### config.mk
export PLATFORM = sky130hd
export DESIGN_NAME = dlfc_engine
export DESIGN_NICKNAME = d
export VERILOG_FILES = /design/src/core/dlfc_pkg.sv /design/src/core/dlfc_engine.sv
export SDC_FILE = /design/constraint.sdc
export NUM_CORES = 2
export LEC_CHECK = 0
export ABC_AREA = 1
export BUFFER_PORTS_ARGS = -buffer_cell sky130_fd_sc_hd__buf_2
export CORE_MARGIN = 4
export CORE_UTILIZATION = 60
export CTS_CLUSTER_DIAMETER = 50
export CTS_CLUSTER_SIZE = 25
export DETAILED_ROUTE_END_ITERATION = 16
export GPL_TIMING_DRIVEN = 0
export PLACE_DENSITY = 0.79
export SYNTH_ARGS = -nofsm -noshare
export SYNTH_HDL_FRONTEND = slang
export SYNTH_SLANG_ARGS = --single-unit
### constraint.sdc
create_clock -name aclk -period 32.9 [get_ports aclk]
set_input_delay 1.645 -clock aclk [delete_from_list [all_inputs] [get_ports aclk]]
set_output_delay 1.645 -clock aclk [all_outputs]
set_load 0.05 [all_outputs]
### src/core/dlfc_pkg.sv
package dlfc_pkg;
  localparam int MEM_AW = 24;
  localparam int MEM_DW = 16;
  localparam int SRC_WORDS = 16;
  localparam int SRC_IW = 4;
  localparam int PARAM_MAX = 8;
  localparam logic [7:0] OFS_SYSCTL = 8'h00;
  localparam logic [7:0] OFS_STATUS = 8'h04;
  localparam logic [7:0] OFS_BASE_A = 8'h08;
  localparam logic [7:0] OFS_BASE_B = 8'h0C;
  localparam logic [7:0] OFS_START_PTR = 8'h10;
  localparam logic [7:0] OFS_START_VALID = 8'h14;
  localparam logic [7:0] OFS_LOCAL_OFS = 8'h18;
  localparam logic [7:0] OFS_CUR_PTR = 8'h1C;
  localparam logic [7:0] OFS_DISP_ADDR = 8'h20;
  localparam int BIT_RENDER_GO = 0;
  localparam int BIT_SWAP_MODE = 1;
  localparam int BIT_FRAME_DONE = 0;
  localparam int BIT_BUF_SEL = 1;
  localparam int BIT_BUSY = 2;
  localparam logic [MEM_AW-1:0] RST_ADDR = 24'h000000;
  localparam logic [15:0] RST_COORD = 16'h0000;
  localparam logic [1:0] RESP_OKAY = 2'h0;
  localparam logic [1:0] RESP_SLVERR = 2'h2;
  localparam int ATTR_WORK_REF = 0;
  localparam int ATTR_INLINE = 1;
  localparam int ATTR_WRAP = 2;

  typedef enum logic [3:0] {
    OP_END = 4'h0,
    OP_REG_WRITE = 4'h1,
    OP_OFFSET_SET = 4'h2,
    OP_OFFSET_SHIFT = 4'h3,
    OP_MOVE = 4'h4,
    OP_REL_POINTER = 4'h5,
    OP_JUMP = 4'h6,
    OP_WORK_CLEAR = 4'h7,
    OP_WORK_FILL = 4'h8,
    OP_QUAD_FILL = 4'h9,
    OP_QUAD_TEXTURE = 4'hA,
    OP_QUAD_PATTERN = 4'hB
  } dlfc_op_e;

  typedef enum logic [2:0] {
    EX_IDLE = 3'h0,
    EX_FETCH = 3'h1,
    EX_PARAM = 3'h2,
    EX_EXEC = 3'h3,
    EX_DRAW = 3'h4,
    EX_DWAIT = 3'h5
  } dlfc_ex_e;

  typedef enum logic [1:0] {
    SB_IDLE = 2'h0,
    SB_FILL = 2'h1,
    SB_OUT = 2'h2
  } dlfc_sb_e;

  typedef struct packed {
    dlfc_op_e op;
    logic to_work;
    logic work_ref;
    logic use_src;
    logic [MEM_AW-1:0] dest_base;
    logic [15:0] x0;
    logic [15:0] y0;
    logic [15:0] x1;
    logic [15:0] y1;
    logic [MEM_AW-1:0] src_start;
  } dlfc_draw_s;
endpackage

### src/core/dlfc_engine.sv
`timescale 1ns/1ps
// Functional notes
// - Flag 0 shows base A and draws to B; flag 1 swaps the roles.
// - A new display base takes effect only after the next internal update.
// - Each internal update sets the frame done flag once cleared by host.
// - Register-write command loads start pointer, start valid and display bases.
// - Writing 1 to render_go starts execution from the draw start address.
// - Offset-set command loads the local offset absolutely.
// - Offset-shift command adds a signed value to the local offset.
// - Move sets current pointer to parameter plus local offset.
// - Relative-pointer command adds a displacement to the current pointer.
// - Non-relative commands may overwrite the current pointer as scratch.
// - A 16-word source buffer holds fetched source data.
// - Buffer refills 32 bytes when a new 16-word block is addressed.
// - Wrap mode repeats the source from its start; otherwise no repeat.
// - Work-clear command zeroes the whole work area.
// - Work-fill command draws a polygon shape into the work area.
// - Quad fill with work-reference draws only pixels masked by work area.
// - Jump redirects fetch so embedded source data is skipped.
// - Textured quad with inline flag takes its source from the list.
// - render_go clears to 0 when execution ends.
module dlfc_engine
  import dlfc_pkg::*;
(
  input wire logic aclk,
  input wire logic aresetn,
  input wire logic [7:0] s_axi_awaddr,
  input wire logic s_axi_awvalid,
  output logic s_axi_awready,
  input wire logic [31:0] s_axi_wdata,
  input wire logic [3:0] s_axi_wstrb,
  input wire logic s_axi_wvalid,
  output logic s_axi_wready,
  output logic [1:0] s_axi_bresp,
  output logic s_axi_bvalid,
  input wire logic s_axi_bready,
  input wire logic [7:0] s_axi_araddr,
  input wire logic s_axi_arvalid,
  output logic s_axi_arready,
  output logic [31:0] s_axi_rdata,
  output logic [1:0] s_axi_rresp,
  output logic s_axi_rvalid,
  input wire logic s_axi_rready,
  output logic mem_req,
  output logic [MEM_AW-1:0] mem_addr,
  input wire logic mem_ack,
  input wire logic [MEM_DW-1:0] mem_rdata,
  input wire logic frame_update,
  output logic draw_valid,
  input wire logic draw_ready,
  output dlfc_draw_s draw_req,
  input wire logic draw_done,
  input wire logic src_valid,
  input wire logic [15:0] src_index,
  output logic src_ready,
  output logic [MEM_DW-1:0] src_data,
  output logic [MEM_AW-1:0] display_addr
);

  function automatic logic [3:0] param_count(input logic [3:0] op);
    unique case (op)
      OP_REG_WRITE: param_count = 4'd3;
      OP_OFFSET_SET, OP_OFFSET_SHIFT, OP_MOVE, OP_REL_POINTER, OP_JUMP: param_count = 4'd2;
      OP_WORK_FILL, OP_QUAD_FILL: param_count = 4'd4;
      OP_QUAD_TEXTURE, OP_QUAD_PATTERN: param_count = 4'd7;
      default: param_count = 4'd0;
    endcase
  endfunction

  function automatic logic hit(input logic [7:0] a, input logic [7:0] ofs);
    hit = (a[7:2] == ofs[7:2]);
  endfunction

  logic render_go_q;
  logic swap_mode_q;
  logic frame_done_q;
  logic buf_sel_q;
  logic [MEM_AW-1:0] base_a_q;
  logic [MEM_AW-1:0] base_b_q;
  logic [MEM_AW-1:0] start_ptr_q;
  logic start_valid_q;
  logic [MEM_AW-1:0] disp_addr_q;
  logic [15:0] lofs_x_q;
  logic [15:0] lofs_y_q;
  logic [15:0] cp_x_q;
  logic [15:0] cp_y_q;
  logic [MEM_AW-1:0] pc_q;
  dlfc_ex_e ex_q;
  logic [MEM_DW-1:0] cmd_q;
  logic [MEM_DW-1:0] prm_q [PARAM_MAX];
  logic [3:0] pcnt_q;
  dlfc_draw_s draw_q;
  logic wrap_q;
  logic [15:0] src_len_q;
  dlfc_sb_e sb_q;
  logic [MEM_DW-1:0] sbuf_q [SRC_WORDS];
  logic [MEM_AW-SRC_IW-1:0] tag_q;
  logic tag_ok_q;
  logic [SRC_IW-1:0] fcnt_q;
  logic [MEM_DW-1:0] src_data_q;
  logic bvalid_q;
  logic [1:0] bresp_q;
  logic rvalid_q;
  logic [31:0] rdata_q;
  logic [1:0] rresp_q;

  logic wr_go;
  logic go_start;
  logic ex_mem;
  logic sb_mem;
  logic exec_now;
  logic [3:0] op_now;
  logic [15:0] src_off;
  logic [MEM_AW-1:0] src_addr;
  logic src_hit;
  logic [MEM_AW-1:0] p_hilo;
  logic buf_sel_next;

  assign op_now = cmd_q[15:12];
  assign exec_now = (ex_q == EX_EXEC);
  assign p_hilo = {prm_q[1][7:0], prm_q[2]};

  // AXI4-Lite write channel takes address and data together.
  assign s_axi_awready = s_axi_awvalid && s_axi_wvalid && !bvalid_q;
  assign s_axi_wready = s_axi_awready;
  assign wr_go = s_axi_awready;
  assign s_axi_bvalid = bvalid_q;
  assign s_axi_bresp = bresp_q;
  assign s_axi_arready = !rvalid_q;
  assign s_axi_rvalid = rvalid_q;
  assign s_axi_rdata = rdata_q;
  assign s_axi_rresp = rresp_q;

  always_ff @(posedge aclk) begin
    if (!aresetn) begin
      bvalid_q <= 1'b0;
      bresp_q <= RESP_OKAY;
    end else if (wr_go) begin
      bvalid_q <= 1'b1;
      bresp_q <= (hit(s_axi_awaddr, OFS_SYSCTL) || hit(s_axi_awaddr, OFS_STATUS) ||
                  hit(s_axi_awaddr, OFS_BASE_A) || hit(s_axi_awaddr, OFS_BASE_B) ||
                  hit(s_axi_awaddr, OFS_START_PTR) || hit(s_axi_awaddr, OFS_START_VALID))
                 ? RESP_OKAY : RESP_SLVERR;
    end else if (s_axi_bready) begin
      bvalid_q <= 1'b0;
    end
  end

  always_ff @(posedge aclk) begin
    if (!aresetn) begin
      rvalid_q <= 1'b0;
      rdata_q <= 32'h00000000;
      rresp_q <= RESP_OKAY;
    end else if (s_axi_arvalid && !rvalid_q) begin
      rvalid_q <= 1'b1;
      rresp_q <= RESP_OKAY;
      rdata_q <= 32'h00000000;
      if (hit(s_axi_araddr, OFS_SYSCTL)) begin
        rdata_q[BIT_RENDER_GO] <= render_go_q;
        rdata_q[BIT_SWAP_MODE] <= swap_mode_q;
      end else if (hit(s_axi_araddr, OFS_STATUS)) begin
        rdata_q[BIT_FRAME_DONE] <= frame_done_q;
        rdata_q[BIT_BUF_SEL] <= buf_sel_q;
        rdata_q[BIT_BUSY] <= (ex_q != EX_IDLE);
      end else if (hit(s_axi_araddr, OFS_BASE_A)) begin
        rdata_q[MEM_AW-1:0] <= base_a_q;
      end else if (hit(s_axi_araddr, OFS_BASE_B)) begin
        rdata_q[MEM_AW-1:0] <= base_b_q;
      end else if (hit(s_axi_araddr, OFS_START_PTR)) begin
        rdata_q[MEM_AW-1:0] <= start_ptr_q;
      end else if (hit(s_axi_araddr, OFS_START_VALID)) begin
        rdata_q[0] <= start_valid_q;
      end else if (hit(s_axi_araddr, OFS_LOCAL_OFS)) begin
        rdata_q <= {lofs_y_q, lofs_x_q};
      end else if (hit(s_axi_araddr, OFS_CUR_PTR)) begin
        rdata_q <= {cp_y_q, cp_x_q};
      end else if (hit(s_axi_araddr, OFS_DISP_ADDR)) begin
        rdata_q[MEM_AW-1:0] <= disp_addr_q;
      end else begin
        rresp_q <= RESP_SLVERR;
      end
    end else if (s_axi_rready) begin
      rvalid_q <= 1'b0;
    end
  end

  assign go_start = wr_go && hit(s_axi_awaddr, OFS_SYSCTL) && s_axi_wstrb[0] &&
                    s_axi_wdata[BIT_RENDER_GO] && !render_go_q;

  // A start while running is ignored; the engine alone ends a run.
  always_ff @(posedge aclk) begin
    if (!aresetn) begin
      render_go_q <= 1'b0;
      swap_mode_q <= 1'b0;
    end else begin
      if (go_start) begin
        render_go_q <= 1'b1;
      end else if (exec_now && op_now == OP_END) begin
        render_go_q <= 1'b0;
      end
      if (wr_go && hit(s_axi_awaddr, OFS_SYSCTL) && s_axi_wstrb[0]) begin
        swap_mode_q <= s_axi_wdata[BIT_SWAP_MODE];
      end
    end
  end

  assign buf_sel_next = (swap_mode_q && !render_go_q) ? !buf_sel_q : buf_sel_q;

  // Internal update: the flag may swap, then the display base is latched.
  always_ff @(posedge aclk) begin
    if (!aresetn) begin
      buf_sel_q <= 1'b0;
      disp_addr_q <= RST_ADDR;
      frame_done_q <= 1'b0;
    end else begin
      if (frame_update) begin
        buf_sel_q <= buf_sel_next;
        disp_addr_q <= buf_sel_next ? base_b_q : base_a_q;
      end else if (wr_go && hit(s_axi_awaddr, OFS_STATUS) && s_axi_wstrb[0]) begin
        buf_sel_q <= s_axi_wdata[BIT_BUF_SEL];
      end
      if (frame_update) begin
        frame_done_q <= 1'b1;
      end else if (wr_go && hit(s_axi_awaddr, OFS_STATUS) && s_axi_wstrb[0] &&
                   s_axi_wdata[BIT_FRAME_DONE]) begin
        frame_done_q <= 1'b0;
      end
    end
  end

  assign display_addr = disp_addr_q;

  // Host writes take priority over a register-write command in the same cycle.
  always_ff @(posedge aclk) begin
    if (!aresetn) begin
      base_a_q <= RST_ADDR;
      base_b_q <= RST_ADDR;
      start_ptr_q <= RST_ADDR;
      start_valid_q <= 1'b0;
    end else if (wr_go) begin
      if (hit(s_axi_awaddr, OFS_BASE_A)) begin
        base_a_q <= s_axi_wdata[MEM_AW-1:0];
      end
      if (hit(s_axi_awaddr, OFS_BASE_B)) begin
        base_b_q <= s_axi_wdata[MEM_AW-1:0];
      end
      if (hit(s_axi_awaddr, OFS_START_PTR)) begin
        start_ptr_q <= s_axi_wdata[MEM_AW-1:0];
      end
      if (hit(s_axi_awaddr, OFS_START_VALID)) begin
        start_valid_q <= s_axi_wdata[0];
      end
    end else if (exec_now && op_now == OP_REG_WRITE) begin
      unique case (prm_q[0][1:0])
        2'd0: base_a_q <= p_hilo;
        2'd1: base_b_q <= p_hilo;
        2'd2: start_ptr_q <= p_hilo;
        2'd3: start_valid_q <= prm_q[2][0];
      endcase
    end
  end

  always_ff @(posedge aclk) begin
    if (!aresetn) begin
      lofs_x_q <= RST_COORD;
      lofs_y_q <= RST_COORD;
    end else if (exec_now && op_now == OP_OFFSET_SET) begin
      lofs_x_q <= prm_q[0];
      lofs_y_q <= prm_q[1];
    end else if (exec_now && op_now == OP_OFFSET_SHIFT) begin
      lofs_x_q <= lofs_x_q + prm_q[0];
      lofs_y_q <= lofs_y_q + prm_q[1];
    end
  end

  // Drawing commands except work-clear leave their last vertex in the current pointer.
  always_ff @(posedge aclk) begin
    if (!aresetn) begin
      cp_x_q <= RST_COORD;
      cp_y_q <= RST_COORD;
    end else if (exec_now) begin
      if (op_now == OP_MOVE) begin
        cp_x_q <= prm_q[0] + lofs_x_q;
        cp_y_q <= prm_q[1] + lofs_y_q;
      end else if (op_now == OP_REL_POINTER) begin
        cp_x_q <= cp_x_q + prm_q[0];
        cp_y_q <= cp_y_q + prm_q[1];
      end else if (op_now >= OP_WORK_FILL && op_now <= OP_QUAD_PATTERN) begin
        cp_x_q <= prm_q[2];
        cp_y_q <= prm_q[3];
      end
    end
  end

  assign ex_mem = (ex_q == EX_FETCH) || (ex_q == EX_PARAM);

  always_ff @(posedge aclk) begin
    if (!aresetn) begin
      ex_q <= EX_IDLE;
      pc_q <= RST_ADDR;
      cmd_q <= 16'h0000;
      pcnt_q <= 4'd0;
    end else begin
      unique case (ex_q)
        EX_IDLE: begin
          if (go_start) begin
            pc_q <= start_ptr_q;
            ex_q <= EX_FETCH;
          end
        end
        EX_FETCH: begin
          if (mem_ack) begin
            cmd_q <= mem_rdata;
            pc_q <= pc_q + 24'd1;
            pcnt_q <= 4'd0;
            ex_q <= (param_count(mem_rdata[15:12]) == 4'd0) ? EX_EXEC : EX_PARAM;
          end
        end
        EX_PARAM: begin
          if (mem_ack) begin
            pc_q <= pc_q + 24'd1;
            pcnt_q <= pcnt_q + 4'd1;
            if (pcnt_q == param_count(op_now) - 4'd1) begin
              ex_q <= EX_EXEC;
            end
          end
        end
        EX_EXEC: begin
          if (op_now == OP_END) begin
            ex_q <= EX_IDLE;
          end else if (op_now == OP_JUMP) begin
            pc_q <= {prm_q[0][7:0], prm_q[1]};
            ex_q <= EX_FETCH;
          end else if (op_now >= OP_WORK_CLEAR && op_now <= OP_QUAD_PATTERN) begin
            ex_q <= EX_DRAW;
          end else begin
            ex_q <= EX_FETCH;
          end
        end
        EX_DRAW: begin
          if (draw_ready) begin
            ex_q <= EX_DWAIT;
          end
        end
        EX_DWAIT: begin
          if (draw_done) begin
            ex_q <= EX_FETCH;
          end
        end
        default: ex_q <= EX_IDLE;
      endcase
    end
  end

  generate
    for (genvar i = 0; i < PARAM_MAX; i++) begin : g_prm
      always_ff @(posedge aclk) begin
        if (!aresetn) begin
          prm_q[i] <= 16'h0000;
        end else if (ex_q == EX_PARAM && mem_ack && pcnt_q == 4'(i)) begin
          prm_q[i] <= mem_rdata;
        end
      end
    end
  endgenerate

  always_ff @(posedge aclk) begin
    if (!aresetn) begin
      draw_q <= '0;
      wrap_q <= 1'b0;
      src_len_q <= 16'h0000;
    end else if (exec_now) begin
      draw_q.op <= dlfc_op_e'(op_now);
      draw_q.to_work <= (op_now == OP_WORK_CLEAR) || (op_now == OP_WORK_FILL);
      draw_q.work_ref <= (op_now == OP_QUAD_FILL) && cmd_q[ATTR_WORK_REF];
      draw_q.use_src <= (op_now == OP_QUAD_TEXTURE) || (op_now == OP_QUAD_PATTERN);
      draw_q.dest_base <= buf_sel_q ? base_a_q : base_b_q;
      draw_q.x0 <= (op_now == OP_WORK_CLEAR) ? 16'h0000 : prm_q[0];
      draw_q.y0 <= (op_now == OP_WORK_CLEAR) ? 16'h0000 : prm_q[1];
      draw_q.x1 <= (op_now == OP_WORK_CLEAR) ? 16'hFFFF : prm_q[2];
      draw_q.y1 <= (op_now == OP_WORK_CLEAR) ? 16'hFFFF : prm_q[3];
      if (op_now == OP_QUAD_TEXTURE && cmd_q[ATTR_INLINE]) begin
        draw_q.src_start <= pc_q;
      end else begin
        draw_q.src_start <= {prm_q[4][7:0], prm_q[5]};
      end
      wrap_q <= cmd_q[ATTR_WRAP];
      src_len_q <= prm_q[6];
    end
  end

  assign draw_valid = (ex_q == EX_DRAW);
  assign draw_req = draw_q;

  // Wrap repeats the pattern every source length words.
  assign src_off = (wrap_q && |src_len_q) ? (src_index % src_len_q) : src_index;
  assign src_addr = draw_q.src_start + {8'h00, src_off};
  assign src_hit = tag_ok_q && (tag_q == src_addr[MEM_AW-1:SRC_IW]);
  assign sb_mem = (sb_q == SB_FILL);

  always_ff @(posedge aclk) begin
    if (!aresetn) begin
      sb_q <= SB_IDLE;
      tag_q <= '0;
      tag_ok_q <= 1'b0;
      fcnt_q <= '0;
      src_data_q <= 16'h0000;
    end else begin
      unique case (sb_q)
        SB_IDLE: begin
          if (exec_now) begin
            tag_ok_q <= 1'b0;
          end else if (src_valid && ex_q == EX_DWAIT) begin
            if (src_hit) begin
              src_data_q <= sbuf_q[src_addr[SRC_IW-1:0]];
              sb_q <= SB_OUT;
            end else begin
              tag_q <= src_addr[MEM_AW-1:SRC_IW];
              tag_ok_q <= 1'b0;
              fcnt_q <= '0;
              sb_q <= SB_FILL;
            end
          end
        end
        SB_FILL: begin
          if (mem_ack) begin
            fcnt_q <= fcnt_q + 4'd1;
            if (fcnt_q == 4'(SRC_WORDS - 1)) begin
              tag_ok_q <= 1'b1;
              sb_q <= SB_IDLE;
            end
          end
        end
        SB_OUT: sb_q <= SB_IDLE;
        default: sb_q <= SB_IDLE;
      endcase
    end
  end

  generate
    for (genvar j = 0; j < SRC_WORDS; j++) begin : g_sbuf
      always_ff @(posedge aclk) begin
        if (!aresetn) begin
          sbuf_q[j] <= 16'h0000;
        end else if (sb_mem && mem_ack && fcnt_q == 4'(j)) begin
          sbuf_q[j] <= mem_rdata;
        end
      end
    end
  endgenerate

  assign src_ready = (sb_q == SB_OUT);
  assign src_data = src_data_q;
  assign mem_req = ex_mem || sb_mem;
  assign mem_addr = sb_mem ? {tag_q, fcnt_q} : pc_q;

endmodule

==> impl_metrics.py <==
metrics = {
    "worst_setup_path": {
        "cp-end-kind": "flip-flop",
        "required_ns": 33.47,
        "slowest_stage": "a221oi_2",
        "max_stage_delay_ns": 0.42,
        "cp.arrival_ns": 31.00,
        "rr_worst_depth": 197,
        "critical_path_class": "in2reg",
        "cpMostUsedCell": "nand2_1",
        "cp-start-kind": "input port",
        "critPathMaxFanout": 10,
    },
    "timing": {
        "worstMarginPinSlew_ns": 1.52,
        "tns_ns": 0,
        "max_slew_margin_pct": -1.18,
        "slew_viol_final": 11,
        "clock_skew_ns": 0.0441,
        "period_minus_slack_ns": 30.43,
        "max_freq_ghz": 0.0329,
        "hold_viol_final": 0,
        "finalSetupViolCount": 0,
        "layout_worst_path_cycle_share_pct": 92.5,
    },
    "synthesis": {
        "yosysWarnings": 0,
        "synth_top_area_cell": "edfxtp_1",
        "synthArstFlopShare_pct": 0,
        "synth_area_mm2": 0.0454,
        "synthDistinctLibCells": 72,
        "synth_top_area_share_pct": 23.8,
        "ys_top_cells_by_area": "edfxtp_1, dfxtp_1, nand2_1",
        "avgSynthCellArea_um2": 7.69,
        "synth_cells": 5901,
        "yosysSeqAreaShare_pct": 42.4,
        "synth_edf_count": 360,
        "synthFlopType": "dfxtp_1",
        "ys_ff_latch": 781,
    },
    "floorplanning": {
        "io_pins": 323,
        "die_area_mm2": 0.0801,
        "rows": 100,
        "initial_core_util_pct": 60.8,
        "die_y_um": 283,
        "die_w_um": 283,
        "core-area_mm2": 0.0747,
    },
    "global_route": {
        "antenna_found_initial": 7,
        "grt_max_degree": 25,
        "grt_pass1_vias": 42000,
        "grt_usage_pct": 43.5,
        "grt_remaining_overflow": 0,
        "grt_pass1_wl_mm": 265,
    },
    "outcome": {
        "violations": "max-capacitance violations, max-slew violations",
        "outcome": "complete, but fails checks",
    },
    "cts": {
        "root_buffer": "clkbuf_16",
        "clockBufferDepth": 3,
        "clock_sinks": 781,
        "cts_tree": "yes",
        "clk_pin_slew_ns": 0.07,
        "cts_buffers": 90,
        "clock_latency_ns": 0.68,
        "htreeDepth": 3,
    },
    "routing": {
        "first_pass_iters": 8,
        "ant_nets": 0,
        "drt_iter0_markers": 7301,
        "wl_per_cell_um": 24.9,
        "route.detailed.drc": 0,
        "via_per_inst": 6.31,
        "totalWireLength_mm": 183,
        "vias": 46400,
    },
    "cells_and_area": {
        "regArea_mm2": 0.0192,
        "multi_input_area_mm2": 0.0226,
        "layout.nets": 6634,
        "fillCellCount": 6368,
        "final_util_pct": 69.0,
        "stdcell_area_mm2": 0.0515,
        "layout-drive-gt1-share_pct": 9.09,
        "area_delta_synth_final_pct": 13.5,
    },
    "place": {
        "gp_congestion": 1.07,
        "hpwlAfterDp_mm": 139,
        "place_area_mm2": 0.0482,
        "numPortBuffers": 303,
    },
    "job": {
        "cap_violations": 1,
    },
    "hold_path": {
        "min_path_cells": 2,
        "hp-class": "reg2reg",
    },
}
-- routing by layer --
layer	routed length, um	vias to the layer above	track usage (%)	share of wire, %
li1	-	20900	-	-
met1	71000	21600	60.7	39
met2	73700	3313	62.1	40
met3	28300	577	14.2	15
met4	10000	8	18.6	5.5
met5	45	-	0	0.025
-- sequential cells by signal (all words and copies together) (netlist names), 16 cells and up, named ones only --
signal / cells
tag_q: 20
src_data: 16
sbuf_q: 256
src_len_q: 16
base_b_q: 24
pc_q: 24
s_axi_rdata: 32
base_a_q: 24
start_ptr_q: 24
lofs_x_q: 16
display_addr: 24
draw_req: 119
cp_y_q: 16
lofs_y_q: 16
cp_x_q: 16
prm_q: 104
-- layout by cell type, fill, tap and decap left out, drive strengths merged, types with 45 or more instances in the layout --
cell type,n
xnor2,55
inv,655
dfxtp,421
nand3,279
nor3,45
a21oi,608
o21ai,506
ha,224
buf,344
xor2,81
nand2,1012
nor2,789
clkbuf,406
edfxtp,360
o211ai,131
-- synth_stat cells (all sizes together) (32+ instances only) --
cell type / count
dfxtp: 421
o21ai: 506
o211ai: 131
nor3: 45
inv: 626
a21oi: 608
xor2: 81
a22oi: 33
nand2: 1012
nor2: 789
ha: 224
nand3: 279
xnor2: 55
a32oi: 33
or2: 33
a31oi: 34
clkbuf: 296
edfxtp: 360
nand4: 32
o221ai: 43
-- cells by family (layout without fill, tap and decap cells) --
family	after synthesis	count (layout)	synth area share (%)
AOI/OAI and AO/OA	1524	1524	19.5
xor gates and xnor gates	136	136	2.62
adders and majority gates	230	230	6.44
buffers and inverters	961	1443	8.08
DFF	781	781	42.4
muxes	32	32	0.708
other	1	4	0.00826
and+or+nand+nor	2236	2236	20.3
-- through the flow --
| stage | worst slack, ns | hold WS [ns] | cells |
|---|---|---|---|
| 6_report | 2.47 | 0.461 | 7355 |
| 5_1_grt | -0.116 | 0.480 | 7353 |
| 3_5_place_dp | 1.14 | 0.453 | 7182 |
| 2_1_floorplan | 6.82 | 0.442 | 5902 |
| 3_3_place_gp | 1.55 | 0.452 | 7174 |
| 4_1_cts | 1.71 | 0.463 | 7350 |
-- timing repair --
action	CTS	global route
endpoints found under the setup margin	0	43
hold buffers	0	0
buffers inserted	0	3
gates resized for setup	0	27
-- critical path: cells and delay by family --
family	cells	cell delay, ns
AO/OA/AOI/OAI	37	7.23
XOR/XNOR	1	0.19
adder cells (fa/ha/maj)	18	5.88
buffers and inverters	31	3.98
AND/OR/NAND/NOR	110	12.00
-- final cells by class --
class,count,area share [%]
buffer,327,2.51
clock inverter,59,1.46
multi-input combinational,4160,43.8
antenna,2,0.00971
clock buffer,109,4.75
tap,969,2.35
sequential,781,37.3
timing repair buffer,314,3.18
inverter,634,4.62
-- worst paths after layout --
kind | from | endpoint | slack [ns]
max | src_index[15] | src_data[4] | 2.47
min | s_axi_rdata[22] | s_axi_rdata[22] | 0.46
max reg2reg | src_len_q[0] | src_data[4] | 2.58
min reg2reg | s_axi_rdata[22] | s_axi_rdata[22] | 0.46
Power is left out: the tool's default activity adds up to more than one toggle a clock period on the data nets, which glitch-free logic cannot reach.
